$ cat config.mk
export PLATFORM = sky130hd
export DESIGN_NAME = bdt_regs
export DESIGN_NICKNAME = d
export VERILOG_FILES = /design/src/bdt_pkg.sv /design/src/bdt_turn_on_delay.sv /design/src/bdt_regs.sv
export SDC_FILE = /design/constraint.sdc
export NUM_CORES = 1
export LEC_CHECK = 0
export ABC_AREA = 0
export BUFFER_PORTS_ARGS = -buffer_cell sky130_fd_sc_hd__buf_2
export CAP_MARGIN = 10
export CORE_MARGIN = 2
export CORE_UTILIZATION = 45
export CTS_CLUSTER_DIAMETER = 150
export DETAILED_ROUTE_END_ITERATION = 12
export PLACE_DENSITY = 0.72
export SYNTH_ARGS = -nofsm -noshare
export SYNTH_HDL_FRONTEND = slang
export SYNTH_HIERARCHICAL = 1
export SYNTH_SLANG_ARGS = --single-unit
$ cat constraint.sdc
create_clock -name clk -period 2.1 [get_ports clk]
set_input_delay 0.21 -clock clk [delete_from_list [all_inputs] [get_ports clk]]
set_output_delay 0.21 -clock clk [all_outputs]
set_load 0.05 [all_outputs]
$ cat src/bdt_pkg.sv
// package: register map, field layout and state types of the buck dead-time / setpoint register bank
package bdt_pkg;

  // ==========================================================================
  // bus geometry
  localparam int unsigned ADDR_W = 8;
  localparam int unsigned DATA_W = 32;
  localparam int unsigned REG_W  = 8;

  // ==========================================================================
  // register byte offsets
  localparam logic [ADDR_W-1:0] DEAD_TIME_CONTROL_OFS      = 8'h00;
  localparam logic [ADDR_W-1:0] VOUT_SETPOINT_COARSE_OFS   = 8'h04;
  localparam logic [ADDR_W-1:0] VOUT_SETPOINT_FINE_OFS     = 8'h08;
  localparam logic [ADDR_W-1:0] UNDERVOLTAGE_THRESHOLD_OFS = 8'h0C;
  localparam logic [ADDR_W-1:0] ANALOG_ENABLE_OFS          = 8'h10;
  localparam logic [ADDR_W-1:0] INT_STATUS_OFS             = 8'h14;
  localparam logic [ADDR_W-1:0] INT_MASK_OFS               = 8'h18;

  // ==========================================================================
  // reset values
  localparam logic [REG_W-1:0] DEAD_TIME_CONTROL_RST      = 8'h00;
  localparam logic [REG_W-1:0] VOUT_SETPOINT_COARSE_RST   = 8'h00;
  localparam logic [REG_W-1:0] VOUT_SETPOINT_FINE_RST     = 8'h00;
  localparam logic [REG_W-1:0] UNDERVOLTAGE_THRESHOLD_RST = 8'h00;
  localparam logic [REG_W-1:0] ANALOG_ENABLE_RST          = 8'h00;
  localparam logic [REG_W-1:0] INT_MASK_RST               = 8'h00;

  // ==========================================================================
  // field positions
  localparam int unsigned HIGH_CODE_MSB     = 7;
  localparam int unsigned HIGH_CODE_LSB     = 4;
  localparam int unsigned LOW_CODE_MSB      = 3;
  localparam int unsigned LOW_CODE_LSB      = 0;
  localparam int unsigned FINE_CODE_MSB     = 4;
  localparam int unsigned DAC_ENABLE_BIT    = 7;
  localparam int unsigned HIGH_BYPASS_BIT   = 1;
  localparam int unsigned LOW_BYPASS_BIT    = 0;
  localparam int unsigned UV_FLAG_BIT       = 0;
  localparam logic [REG_W-1:0] FINE_IMPL_MASK   = 8'h9F;
  localparam logic [REG_W-1:0] ANALOG_IMPL_MASK = 8'h03;
  localparam logic [REG_W-1:0] INT_IMPL_MASK    = 8'h01;

  // ==========================================================================
  // bus responses
  localparam logic [1:0] RESP_OKAY   = 2'h0;
  localparam logic [1:0] RESP_SLVERR = 2'h2;

  // ==========================================================================
  // turn-on delay states
  typedef enum logic [2:0]
  {
    DLY_IDLE = 3'h1,
    DLY_WAIT = 3'h2,
    DLY_ON   = 3'h4
  } bdt_dly_state_t;

endpackage

$ cat src/bdt_turn_on_delay.sv
// turn-on delay of one gate drive signal, falling edge passes at once
`timescale 1ns/10ps

module bdt_turn_on_delay
  import bdt_pkg::*;
(
  input  wire logic       clk,
  input  wire logic       rst_n,
  input  wire logic       driveReq,
  input  wire logic [3:0] delayCode,
  input  wire logic       bypass,
  output logic            gateDrive
);

  bdt_dly_state_t state_q;
  bdt_dly_state_t state_d;
  logic [3:0]     count_q;
  logic [3:0]     count_d;
  logic           drive_q;

  // ==========================================================================
  // delay sequencing
  always_comb
  begin
    state_d = state_q;
    count_d = count_q;
    case (state_q)
      DLY_IDLE:
      begin
        if (driveReq)
        begin
          if (bypass)
            state_d = DLY_ON;
          else
          begin
            state_d = DLY_WAIT;
            count_d = delayCode;
          end
        end
      end
      DLY_WAIT:
      begin
        if (!driveReq)
          state_d = DLY_IDLE;
        else if (count_q == 4'h0)
          state_d = DLY_ON;
        else
          count_d = count_q - 4'h1;
      end
      DLY_ON:
      begin
        if (!driveReq)
          state_d = DLY_IDLE;
      end
      default:
        state_d = DLY_IDLE;
    endcase
  end

  always_ff @(posedge clk or negedge rst_n)
  begin
    if (!rst_n)
    begin
      state_q <= DLY_IDLE;
      count_q <= 4'h0;
      drive_q <= 1'b0;
    end
    else
    begin
      state_q <= state_d;
      count_q <= count_d;
      drive_q <= (state_d == DLY_ON);
    end
  end

  assign gateDrive = drive_q;

endmodule // bdt_turn_on_delay

$ cat src/bdt_regs.sv
// register bank: dead time, output setpoint, undervoltage threshold and flag over AXI4-Lite
//
// Our own choices: the AXI4-Lite register port and the address map.
`timescale 1ns/10ps

module bdt_regs
  import bdt_pkg::*;
(
  input  wire logic              clk,
  input  wire logic              rst_n,
  input  wire logic [ADDR_W-1:0] s_axi_awaddr,
  input  wire logic              s_axi_awvalid,
  output logic                   s_axi_awready,
  input  wire logic [DATA_W-1:0] s_axi_wdata,
  input  wire logic [3:0]        s_axi_wstrb,
  input  wire logic              s_axi_wvalid,
  output logic                   s_axi_wready,
  output logic [1:0]             s_axi_bresp,
  output logic                   s_axi_bvalid,
  input  wire logic              s_axi_bready,
  input  wire logic [ADDR_W-1:0] s_axi_araddr,
  input  wire logic              s_axi_arvalid,
  output logic                   s_axi_arready,
  output logic [DATA_W-1:0]      s_axi_rdata,
  output logic [1:0]             s_axi_rresp,
  output logic                   s_axi_rvalid,
  input  wire logic              s_axi_rready,
  input  wire logic              highDriveReq,
  input  wire logic              lowDriveReq,
  input  wire logic [REG_W-1:0]  voutSenseCode,
  output logic                   highGateDrive,
  output logic                   lowGateDrive,
  output logic [REG_W-1:0]       setpointCoarseCode,
  output logic [4:0]             setpointFineCode,
  output logic                   setpointDacEnable,
  output logic [REG_W-1:0]       undervoltageLevelCode,
  output logic                   undervoltageIrq
);

  // ==========================================================================
  // address matching on word index
  function automatic logic addrHit(input logic [ADDR_W-1:0] addr, input logic [ADDR_W-1:0] ofs);
    addrHit = (addr[ADDR_W-1:2] == ofs[ADDR_W-1:2]);
  endfunction

  // ==========================================================================
  // register map membership, shared by write and read response
  function automatic logic isMapped(input logic [ADDR_W-1:0] addr);
    if (addrHit(addr, DEAD_TIME_CONTROL_OFS))
      isMapped = 1'b1;
    else if (addrHit(addr, VOUT_SETPOINT_COARSE_OFS))
      isMapped = 1'b1;
    else if (addrHit(addr, VOUT_SETPOINT_FINE_OFS))
      isMapped = 1'b1;
    else if (addrHit(addr, UNDERVOLTAGE_THRESHOLD_OFS))
      isMapped = 1'b1;
    else if (addrHit(addr, ANALOG_ENABLE_OFS))
      isMapped = 1'b1;
    else if (addrHit(addr, INT_STATUS_OFS))
      isMapped = 1'b1;
    else if (addrHit(addr, INT_MASK_OFS))
      isMapped = 1'b1;
    else
      isMapped = 1'b0;
  endfunction

  logic [REG_W-1:0]  deadTime_q;
  logic [REG_W-1:0]  coarse_q;
  logic [REG_W-1:0]  fine_q;
  logic [REG_W-1:0]  uvLevel_q;
  logic [REG_W-1:0]  analogEn_q;
  logic [REG_W-1:0]  intMask_q;
  logic              uvFlag_q;
  logic              uvFlag_d;
  logic              awHeld_q;
  logic [ADDR_W-1:0] awAddr_q;
  logic              wHeld_q;
  logic [REG_W-1:0]  wData_q;
  logic              wLane_q;
  logic              bvalid_q;
  logic [1:0]        bresp_q;
  logic              rvalid_q;
  logic [DATA_W-1:0] rdata_q;
  logic [1:0]        rresp_q;
  logic              wrDead;
  logic              wrCoar;
  logic              wrFine;
  logic              wrUv;
  logic              wrAna;
  logic              wrMask;
  logic [REG_W-1:0]  rdByte;

  // ==========================================================================
  // write channel
  wire awTake  = s_axi_awvalid && s_axi_awready;
  wire wTake   = s_axi_wvalid && s_axi_wready;
  wire doWrite = awHeld_q && wHeld_q && !bvalid_q;
  wire wrEn    = doWrite && wLane_q;
  wire wrMapped = isMapped(awAddr_q);

  // ==========================================================================
  // write strobe per register
  always_comb
  begin
    wrDead = 1'b0;
    wrCoar = 1'b0;
    wrFine = 1'b0;
    wrUv   = 1'b0;
    wrAna  = 1'b0;
    wrMask = 1'b0;
    if (wrEn)
    begin
      if (addrHit(awAddr_q, DEAD_TIME_CONTROL_OFS))
        wrDead = 1'b1;
      else if (addrHit(awAddr_q, VOUT_SETPOINT_COARSE_OFS))
        wrCoar = 1'b1;
      else if (addrHit(awAddr_q, VOUT_SETPOINT_FINE_OFS))
        wrFine = 1'b1;
      else if (addrHit(awAddr_q, UNDERVOLTAGE_THRESHOLD_OFS))
        wrUv = 1'b1;
      else if (addrHit(awAddr_q, ANALOG_ENABLE_OFS))
        wrAna = 1'b1;
      else if (addrHit(awAddr_q, INT_MASK_OFS))
        wrMask = 1'b1;
    end
  end

  assign s_axi_awready = !awHeld_q && !bvalid_q;
  assign s_axi_wready  = !wHeld_q && !bvalid_q;

  always_ff @(posedge clk or negedge rst_n)
  begin
    if (!rst_n)
    begin
      awHeld_q <= 1'b0;
      awAddr_q <= '0;
      wHeld_q  <= 1'b0;
      wData_q  <= '0;
      wLane_q  <= 1'b0;
      bvalid_q <= 1'b0;
      bresp_q  <= RESP_OKAY;
    end
    else
    begin
      if (awTake)
      begin
        awHeld_q <= 1'b1;
        awAddr_q <= s_axi_awaddr;
      end
      if (wTake)
      begin
        wHeld_q <= 1'b1;
        wData_q <= s_axi_wdata[REG_W-1:0];
        wLane_q <= s_axi_wstrb[0];
      end
      if (doWrite)
      begin
        awHeld_q <= 1'b0;
        wHeld_q  <= 1'b0;
        bvalid_q <= 1'b1;
        bresp_q  <= wrMapped ? RESP_OKAY : RESP_SLVERR;
      end
      else if (bvalid_q && s_axi_bready)
        bvalid_q <= 1'b0;
    end
  end

  assign s_axi_bvalid = bvalid_q;
  assign s_axi_bresp  = bresp_q;

  // ==========================================================================
  // configuration registers
  always_ff @(posedge clk or negedge rst_n)
  begin
    if (!rst_n)
    begin
      deadTime_q <= DEAD_TIME_CONTROL_RST;
      coarse_q   <= VOUT_SETPOINT_COARSE_RST;
      fine_q     <= VOUT_SETPOINT_FINE_RST;
      uvLevel_q  <= UNDERVOLTAGE_THRESHOLD_RST;
      analogEn_q <= ANALOG_ENABLE_RST;
      intMask_q  <= INT_MASK_RST;
    end
    else
    begin
      if (wrDead)
        deadTime_q <= wData_q;
      if (wrCoar)
        coarse_q <= wData_q;
      if (wrFine)
        fine_q <= wData_q & FINE_IMPL_MASK;
      if (wrUv)
        uvLevel_q <= wData_q;
      if (wrAna)
        analogEn_q <= wData_q & ANALOG_IMPL_MASK;
      if (wrMask)
        intMask_q <= wData_q & INT_IMPL_MASK;
    end
  end

  // ==========================================================================
  // read channel
  wire arTake     = s_axi_arvalid && s_axi_arready;
  wire rdStatus   = arTake && addrHit(s_axi_araddr, INT_STATUS_OFS);
  wire [REG_W-1:0] statusWord = {{(REG_W-1){1'b0}}, uvFlag_q};
  wire rdMapped   = isMapped(s_axi_araddr);

  always_comb
  begin
    rdByte = '0;
    if (addrHit(s_axi_araddr, DEAD_TIME_CONTROL_OFS))
      rdByte = deadTime_q;
    else if (addrHit(s_axi_araddr, VOUT_SETPOINT_COARSE_OFS))
      rdByte = coarse_q;
    else if (addrHit(s_axi_araddr, VOUT_SETPOINT_FINE_OFS))
      rdByte = fine_q & FINE_IMPL_MASK;
    else if (addrHit(s_axi_araddr, UNDERVOLTAGE_THRESHOLD_OFS))
      rdByte = uvLevel_q;
    else if (addrHit(s_axi_araddr, ANALOG_ENABLE_OFS))
      rdByte = analogEn_q;
    else if (addrHit(s_axi_araddr, INT_STATUS_OFS))
      rdByte = statusWord;
    else if (addrHit(s_axi_araddr, INT_MASK_OFS))
      rdByte = intMask_q;
  end

  assign s_axi_arready = !rvalid_q;

  always_ff @(posedge clk or negedge rst_n)
  begin
    if (!rst_n)
    begin
      rvalid_q <= 1'b0;
      rdata_q  <= '0;
      rresp_q  <= RESP_OKAY;
    end
    else if (arTake)
    begin
      rvalid_q <= 1'b1;
      rdata_q  <= {{(DATA_W-REG_W){1'b0}}, rdByte};
      rresp_q  <= rdMapped ? RESP_OKAY : RESP_SLVERR;
    end
    else if (rvalid_q && s_axi_rready)
      rvalid_q <= 1'b0;
  end

  assign s_axi_rvalid = rvalid_q;
  assign s_axi_rdata  = rdata_q;
  assign s_axi_rresp  = rresp_q;

  // ==========================================================================
  // undervoltage flag and interrupt
  wire uvBelow = (voutSenseCode < uvLevel_q);

  assign uvFlag_d = uvBelow || (uvFlag_q && !rdStatus);

  always_ff @(posedge clk or negedge rst_n)
  begin
    if (!rst_n)
      uvFlag_q <= 1'b0;
    else
      uvFlag_q <= uvFlag_d;
  end

  assign undervoltageIrq = uvFlag_q && intMask_q[UV_FLAG_BIT];

  // ==========================================================================
  // analog side outputs
  assign setpointCoarseCode    = coarse_q;
  assign setpointFineCode      = fine_q[FINE_CODE_MSB:0];
  assign setpointDacEnable     = fine_q[DAC_ENABLE_BIT];
  assign undervoltageLevelCode = uvLevel_q;

  // ==========================================================================
  // gate drive turn-on delays
  bdt_turn_on_delay u_high_delay
  (
    .clk       (clk),
    .rst_n     (rst_n),
    .driveReq  (highDriveReq),
    .delayCode (deadTime_q[HIGH_CODE_MSB:HIGH_CODE_LSB]),
    .bypass    (analogEn_q[HIGH_BYPASS_BIT]),
    .gateDrive (highGateDrive)
  );

  bdt_turn_on_delay u_low_delay
  (
    .clk       (clk),
    .rst_n     (rst_n),
    .driveReq  (lowDriveReq),
    .delayCode (deadTime_q[LOW_CODE_MSB:LOW_CODE_LSB]),
    .bypass    (analogEn_q[LOW_BYPASS_BIT]),
    .gateDrive (lowGateDrive)
  );

endmodule // bdt_regs

=== Word-level counts from Yosys, hierarchy flattened ===
Index checks and enable logic that the tools add are counted.
Widths: inputs -> output; s select.

* Output and inout port bits: 66
* Word-level logic and storage cells: 164
* Register bits: 83
* Bits of input ports: 69

* Add/sub/neg operators: 2
* Muxes and demuxes: 79
* Equality and inequality tests: 28
* Reduce and logical (&&, ||, !) cells: 31
* Order comparisons: 1

{| class="wikitable"
|+ Operators by type and width
! kind !! number
|-
| $mux 1 || 50
|-
| $eq 6x3->1 const B || 6
|-
| $mux 4 || 8
|-
| $mux 8 || 4
|-
| $mux 3 || 10
|-
| $eq 6x2->1 const B || 4
|-
| $pmux 3 s3 || 2
|-
| $ne 2x2->1 const B || 8
|-
| $pmux 4 s2 || 2
|-
| $logic_and 1x1->1 || 13
|-
| $eq 3x3->1 const B || 4
|-
| $eq 6x1->1 const B || 2
|-
| $logic_not 6->1 || 2
|-
| $reduce_bool 2->1 || 6
|-
| $reduce_and 5->1 || 2
|-
| $logic_not 4->1 || 2
|-
| $lt 8x8->1 || 1
|-
| $sub 4x1->4 const B || 2
|-
| $eq 3x1->1 const B || 2
|-
| $eq 3x2->1 const B || 2
|-
| $mux 2 || 3
|-
| $logic_not 1->1 || 5
|-
| $logic_or 1x1->1 || 1
|}

=== Logic depth before layout (Yosys ltp) ===
Gate-level depths: netlist of the first run.

* Depth in word-level cells: 9
* Gate-level depth with buffers: 6
* Mapped depth without buffers: 6

=== Hierarchy ===
The synthesis of the first run kept the hierarchy.

{| class="wikitable"
|+ Modules (own cells, without submodules)
! module !! sequential area each (µm²) !! times used !! area an instance (µm²) !! cells an instance
|-
| bdt_regs || 1576.5 || 1 || 3124.2 || 248
|-
| bdt_turn_on_delay || 201.4 || 2 || 494.2 || 49
|}

=== Worst setup path after synthesis of the first run ===
No wires, ideal clock.

* Path type: register to register
* Start point: register bvalid_q, in the netlist s_axi_bvalid
* End point: register awAddr_q[3]
* Period minus slack after synthesis: 2.253 ns
* Data required time: 1.975 ns
* Library setup time: 0.125 ns
* Cell stages (with the launch flop): 5
* Buffers on the path: 1
* Data arrival time: 2.128 ns
* Setup slack: -0.153 ns
* Cell sequence: dfrtp_1 nor2_1 and2_1 clkbuf_1 mux2_2

* Cells in the longest elaborated chain, start to end: 3

{| class="wikitable"
|+ Ends and longest elaborated chain
! element !! line !! source
|-
| from (decl) || bdt_regs.sv:80 || <nowiki>logic bvalid_q;</nowiki>
|-
| from (signal assigned) || bdt_regs.sv:140 || <nowiki>bvalid_q <= 1'b0;</nowiki>
|-
| from (signal assigned) || bdt_regs.sv:160 || <nowiki>bvalid_q <= 1'b1;</nowiki>
|-
| from (signal assigned) || bdt_regs.sv:164 || <nowiki>bvalid_q <= 1'b0;</nowiki>
|-
| $logic_not 1->1 || bdt_regs.sv:128 || <nowiki>assign s_axi_awready = !awHeld_q && !bvalid_q;</nowiki>
|-
| $logic_and 1x1->1 || bdt_regs.sv:128 ||
|-
| via s_axi_awready || bdt_regs.sv:13 || <nowiki>output logic s_axi_awready,</nowiki>
|-
| $logic_and 1x1->1 || bdt_regs.sv:95 || <nowiki>wire awTake = s_axi_awvalid && s_axi_awready;</nowiki>
|-
| to (signal assigned) || bdt_regs.sv:148 || <nowiki>awAddr_q <= s_axi_awaddr;</nowiki>
|-
| to (decl) || bdt_regs.sv:76 || <nowiki>logic [ADDR_W-1:0] awAddr_q;</nowiki>
|}

The timed path passes the listed nets, and every way through them passes these cells.
A chain may end at the register's enable or synchronous reset.

=== Worst setup path in the final report of the first run ===
* Start point: register bvalid_q, in the netlist s_axi_bvalid
* End point: register uvLevel_q[2], in the netlist undervoltageLevelCode[2]

* Cells in the longest elaborated chain, start to end: 4

{| class="wikitable"
|+ Ends and longest elaborated chain
! element !! line !! source
|-
| $logic_not 1->1 || bdt_regs.sv:97 || <nowiki>wire doWrite = awHeld_q && wHeld_q && !bvalid_q;</nowiki>
|-
| $logic_and 1x1->1 || bdt_regs.sv:97 ||
|-
| $logic_and 1x1->1 || bdt_regs.sv:98 || <nowiki>wire wrEn = doWrite && wLane_q;</nowiki>
|-
| $mux 1 || bdt_regs.sv:111 || <nowiki>if (wrEn)</nowiki>
|-
| to (signal assigned) || bdt_regs.sv:193 || <nowiki>uvLevel_q <= wData_q;</nowiki>
|-
| to (decl) || bdt_regs.sv:70 || <nowiki>logic [REG_W-1:0] uvLevel_q;</nowiki>
|}

Every way passes these cells.

==> results.cfg, run 1 <==
[timing]
final.setup_skew_ps = 8.49
clock.fmax_ghz = 0.525
worst_slew_pin_slew_ps = 552
period_share_pct = 90.7
relSlewSlack_pct = 63.2
post_route_setup_tns_ps = 0
fin_crit_ps = 1910
setup_viol_count_final = 0
report.final.hold_viol_count = 0
grt_setup_unrepaired = no
slew_violations = 0

[setup_path]
worstPathArrival_ps = 2140
worstSetupStartpointType = register
crit_path_end_kind = register
crit_type = register to register
wp_data_required_ps = 2340
worstPathMaxFanout = 8

[clock_network]
latest_clock_arrival_within_the_worst_skew_pair_ps = 350
clk_root_buffer_cell = clkbuf_8
ctsResizeCount = 0
tritoncts_num_sinks = 79
cts_buffer_depth = 2
cts.clk_slew.worst_paths_ps = 80
tritoncts = built
cts_inserted_buffers = 9
number_of_buffers_inserted_to_repair_setup_after_cts = 0
h-tree-depth = 3

[yosys]
synth.distinct_cells = 56
synth_enable_flop_cells = 0
syn-instance-count = 346
ys.flop_type = dfrtp_1
ys_seq_elements = 79
synth_async_sr_flop_share_pct = 100
synth.cell_area_sq_mm = 0.00411
seq_area_frac_synth_pct = 48.1
postSynthAreaPerCell_sq_um = 11.9
synth_warnings = 6

[die]
die_height_microns = 99.6
horiz_die_dim_microns = 99.6
std_cell_rows = 34
io_pins = 135
core-area_sq_mm = 0.00881
initial_cell_density_of_the_core_pct = 46.7
fp.dieArea_sq_mm = 0.00992

[power_and_ir_drop]
power-per-cell-area_mw_per_mm2 = 1430
worst_ir_drop_vdd_mv = 1.09
static_leakage_nw = 2.36

[routing]
drt_pass1_iterations = 4
remaining_drc_errors = 0
routed-via-count = 2856
drt.antenna.violating_nets = 0
first_iter_violations = 133
wl_microns = 8620
vias_per_cell = 5.26
wire_per_inst_microns = 15.9

[cells_and_area]
drive_above_1_share_pct = 39.5
fin_nets = 508
antenna-diode-count = 0
post-route-util_pct = 54.4
final_cell_area_sq_mm = 0.00479
area_growth_pct = 16.5
final_cell_mix = 77 x dfrtp_1, 76 x buf_2, 38 x mux2_2
n_fill_cell = 786
most_common_cell_after_layout_fill_and_taps_aside = dfrtp_1

[global_routing]
groute.usage.overall_pct = 18.3
global_route_wire_length_before_repair_microns = 14200
globalRoute.totalOverflow = 0
grt_pass1_vias = 2791
grt_max_degree = 41
grt_antenna_before_repair = 0

[placement]
hpwl_microns = 6580
post_place_instance_area_sq_mm = 0.00453
place.gp.congestion = 0.769
port-buffer-count = 77

[worst_hold_path]
hold_path_class = input port to register

[run]
max_cap_viol_count = 0

[status]
outcome = finished clean
-- cell usage after synthesis (3+ instances only) --
cell       n  area share, %
a31oi_1    5           0.76
nand3b_1   3           0.55
mux4_2     4            2.2
and2_1     3           0.46
or2b_1     4           0.73
o21ai_0   17            2.1
a21o_1     3           0.55
nand2_1   11            1.0
clkbuf_1   5           0.46
mux2_2    38             10
nor2_1     7           0.64
o21ai_1    8           0.97
nor2b_1    7            1.1
inv_1     24            2.2
nand3_1    8           0.97
a21oi_1    9            1.1
nor3b_4    4            1.8
dfrtp_1   77             47
buf_4     26            4.7
a22o_1     6            1.3
mux2i_1    5            1.2
a211o_1    3           0.64
mux2_4     8            2.9
buf_2      4           0.49
nor3_1     5           0.61
ha_1       9            2.7
-- routing by layer --
layer	vias to the layer above	track usage (%)	wire length (microns)
met3	9	4.08	488
met2	93	28.6	3950
met5	-	0	0
li1	1348	-	-
met1	1406	25.4	4070
met4	0	6.01	108
-- kinds of logic (layout without fill, tap and decap cells) --
group	after synthesis	after routing	synth area share, %
flops	79	79	48.1
simple gates	72	72	12.0
compound gates	67	67	11.7
buf+inv	62	126	8.34
mux	56	56	17.0
fa+ha+maj	9	9	2.74
other cells	1	26	0.0912
-- power breakdown --
| part | switching, W | total (W) | internal [W] |
|---|---|---|---|
| registers | 0.000602 | 0.00268 | 0.00208 |
| logic | 0.00171 | 0.00282 | 0.00111 |
| clock network | 0.000577 | 0.00137 | 0.000793 |
-- per-stage QoR --
| step | cells | setup slack (ps) | power (W) | hold slack (ps) |
|---|---|---|---|---|
| 2_1_floorplan | 371 | 93.3 | 0.00485 | -85.6 |
| 3_3_place_gp | 526 | 262 | 0.00542 | 210 |
| 3_5_place_dp | 526 | 219 | 0.00553 | 216 |
| 4_1_cts | 543 | 203 | 0.00690 | 21.0 |
| 5_1_grt | 543 | 121 | 0.00727 | 29.7 |
| 6_report | 543 | 195 | 0.00687 | 26.7 |
-- state kept, by name (all words and copies together) (netlist names), 2 cells and up --
name	count
setpointCoarseCode	8
u_low_delay/state_q	3
s_axi_rdata	8
awAddr_q	6
u_low_delay/count_q	4
wData_q	8
u_high_delay/state_q	3
u_high_delay/count_q	4
fine_q	6
analogEn_q	2
undervoltageLevelCode	8
deadTime_q	8
-- timing repair --
action | CTS | global route
setup endpoints to repair | 0 | 0
endpoints found under the hold margin | 36 | 0
hold buffers | 1 | 0
-- worst max-delay path: stages, from the launching register on --
cell	delay (ps)
dfrtp_1	440
and3b_2	300
nand2_1	60
or3_1	600
mux2_4	390
-- worst paths after layout --
path | endpoint | slack (ps) | depth (start not counted) | from
max | undervoltageLevelCode[2]$_DFFE_PN0P_ | 190 | 4 | s_axi_bvalid$_DFFE_PN0P_
min | s_axi_bvalid$_DFFE_PN0P_ | 30 | 2 | s_axi_bready
max reg2reg | undervoltageLevelCode[2]$_DFFE_PN0P_ | 190 | 4 | s_axi_bvalid$_DFFE_PN0P_
min reg2reg | s_axi_rdata[1]$_DFFE_PN0P_ | 480 | 2 | s_axi_rdata[1]$_DFFE_PN0P_
max in group asynchronous | u_low_delay/state_q[0]$_DFF_PN1_ | 1090 | 3 | rst_n
min in group asynchronous | fine_q[4]$_DFFE_PN0P_ | 350 | 2 | rst_n
-- area by class of cell --
class                      instances  area (sq um)  share of cell area (%)
sequential                        79          1980                    41.3
multi-input combinational        230          1890                    39.4
tap                              108           135                    2.82
clock inverter                     7           121                    2.53
timing repair buffer              84           443                    9.25
inverter                          26          97.6                    2.04
clock buffer                       9           124                    2.59
(Power assumes the default switching activity.)
==> run 2: changes to the inputs <==
PLACE_DENSITY = 0.79   (was 0.72)
==> results.cfg, run 2 (synthesized netlist as in run 1, its figures left out) <==
[die]
horiz_die_dim_microns = 99.6
std_cell_rows = 34
core-area_sq_mm = 0.00881
io_pins = 135
die_height_microns = 99.6
fp.dieArea_sq_mm = 0.00992
initial_cell_density_of_the_core_pct = 46.7

[routing]
wl_microns = 8800
first_iter_violations = 126
highest_layer = met4
drt_pass1_iterations = 4
detail_route.wirelength.met1_microns = 4010
wire_per_inst_microns = 16.3
remaining_drc_errors = 0
routed-via-count = 2896
wl_met3_microns = 556
vias_per_cell = 5.36
drt.antenna.violating_nets = 0
routed-wl-met2_microns = 4080

[power_and_ir_drop]
comb_power_share_pct = 41.4
cellInternalPower_w = 0.00389
worst_ir_drop_vdd_mv = 0.929
static_leakage_nw = 2.34
power.switching_fraction_pct = 42.8
share_seq_of_total_power_pct = 39.4
power.switching_w = 0.00291
share_clk_of_total_power_pct = 19.2
power-per-cell-area_mw_per_mm2 = 1430

[placement]
place.gp.congestion = 0.800
placed_cells = 523
port-buffer-count = 77
hpwl_microns = 6520

[timing]
slew_violations = 0
worst_slew_pin_slew_ps = 557
clock.fmax_ghz = 0.526
relSlewSlack_pct = 62.9
post_route_setup_tns_ps = 0
setup_viol_count_final = 0
period_share_pct = 90.5
grt_setup_unrepaired = no
report.final.hold_viol_count = 0
final.setup_skew_ps = 11.0
fin_crit_ps = 1900

[global_routing]
grt_pass1_vias = 2901
groute.usage.overall_pct = 18.9
grt_antenna_before_repair = 0
global_route_wire_length_before_repair_microns = 14400
globalRoute.totalOverflow = 0
grt_max_degree = 58

[setup_path]
setup.worst_path.start = s_axi_bvalid$_DFFE_PN0P_
worstPathMaxFanout = 8
wp_data_required_ps = 2350
worstSetupStartpointType = register
crit_type = register to register
worstPathArrival_ps = 2150
worst_r2r_startpoint = s_axi_bvalid$_DFFE_PN0P_
crit_path_end_kind = register

[cells_and_area]
fin_nets = 505
n_fill_cell = 769
finish.cell_count_without_fillers = 540
most_common_cell_after_layout_fill_and_taps_aside = dfrtp_1
final_cell_mix = 77 x dfrtp_1, 76 x buf_2, 38 x mux2_2
drive_above_1_share_pct = 39.1
area_growth_pct = 15.9
antenna-diode-count = 0

[worst_hold_path]
timing.hold.worst.start = s_axi_bready
hold_path_class = input port to register

[clock_network]
tritoncts = built
tritoncts_num_sinks = 79
clk_root_buffer_cell = clkbuf_8
latest_clock_arrival_within_the_worst_skew_pair_ps = 370
cts_inserted_buffers = 9
cts.clk_slew.worst_paths_ps = 90
cts_buffer_depth = 2
h-tree-depth = 3
ctsResizeCount = 0

[run]
max_cap_viol_count = 0

[status]
outcome = finished clean
[run 2: stage by stage]
| stage | power [W] | hold WS, ps | setup WS (ps) | utilization [%] | area, sq um |
|---|---|---|---|---|---|
| 5_1_grt | 0.00721 | 21.1 | 144 | 54.1 | 4760 |
| 6_report | 0.00681 | 10.6 | 199 | 54.1 | 4760 |
| 3_5_place_dp | 0.00553 | 124 | 210 | 51.4 | 4520 |
| 3_3_place_gp | 0.00539 | 123 | 266 | 51.4 | 4520 |
| 4_1_cts | 0.00684 | 6.21 | 191 | 54.1 | 4760 |
| 2_1_floorplan | 0.00485 | -85.6 | 93.3 | - | 4210 |
[run 2: routing by layer]
| layer | up-vias | global-route usage, % |
|---|---|---|
| met1 | 1435 | 25.6 |
| met5 | - | 0 |
| li1 | 1347 | - |
| met4 | 0 | 7.90 |
| met3 | 11 | 4.71 |
| met2 | 103 | 29.2 |
[run 2: final cells by class]
cell class,instances,area [sq um],area share (%)
Timing Repair Buffer,81,433,9.09
Tap cell,108,135,2.84
Clock inverter,6,92.6,1.94
Sequential cell,79,1980,41.5
Multi-Input combinational cell,230,1890,39.7
Inverter,26,97.6,2.05
Clock buffer,10,138,2.89
[run 2: what timing repair did]
action                                 4_1_cts  5_1_grt
endpoints found under the hold margin       22        0
hold buffers                                 1        0
buffers inserted                             0        0
[run 2: path summary, 6_finish.rpt]
path | end | slack, ps | cells past startpoint
max in group asynchronous | u_low_delay/state_q[0]$_DFF_PN1_ | 1180 | 3
setup reg to reg | undervoltageLevelCode[5]$_DFFE_PN0P_ | 200 | 4
hold / removal | s_axi_bvalid$_DFFE_PN0P_ | 10 | 2
min in group asynchronous | wData_q[3]$_DFFE_PN0P_ | 270 | 2
setup / recovery | undervoltageLevelCode[5]$_DFFE_PN0P_ | 200 | 4
hold reg to reg | s_axi_rdata[0]$_DFFE_PN0P_ | 480 | 2
[run 2: power groups by stage]
| stage | sequential, W | combinational [W] | clock (W) |
|---|---|---|---|
| finish | 0.00268 | 0.00282 | 0.00131 |
| global route | 0.00277 | 0.00304 | 0.00140 |
| CTS | 0.00267 | 0.00284 | 0.00132 |
| detailed placement | 0.00270 | 0.00283 | 0 |
| global placement | 0.00265 | 0.00274 | 0 |
| floorplan | 0.00316 | 0.00169 | 0 |
[run 2: worst max-delay path, cell delays in order, from the launching register on]
cell	delay (ps)
dfrtp_1	440
and3b_2	300
nand2_1	50
or3_1	600
mux2_4	380
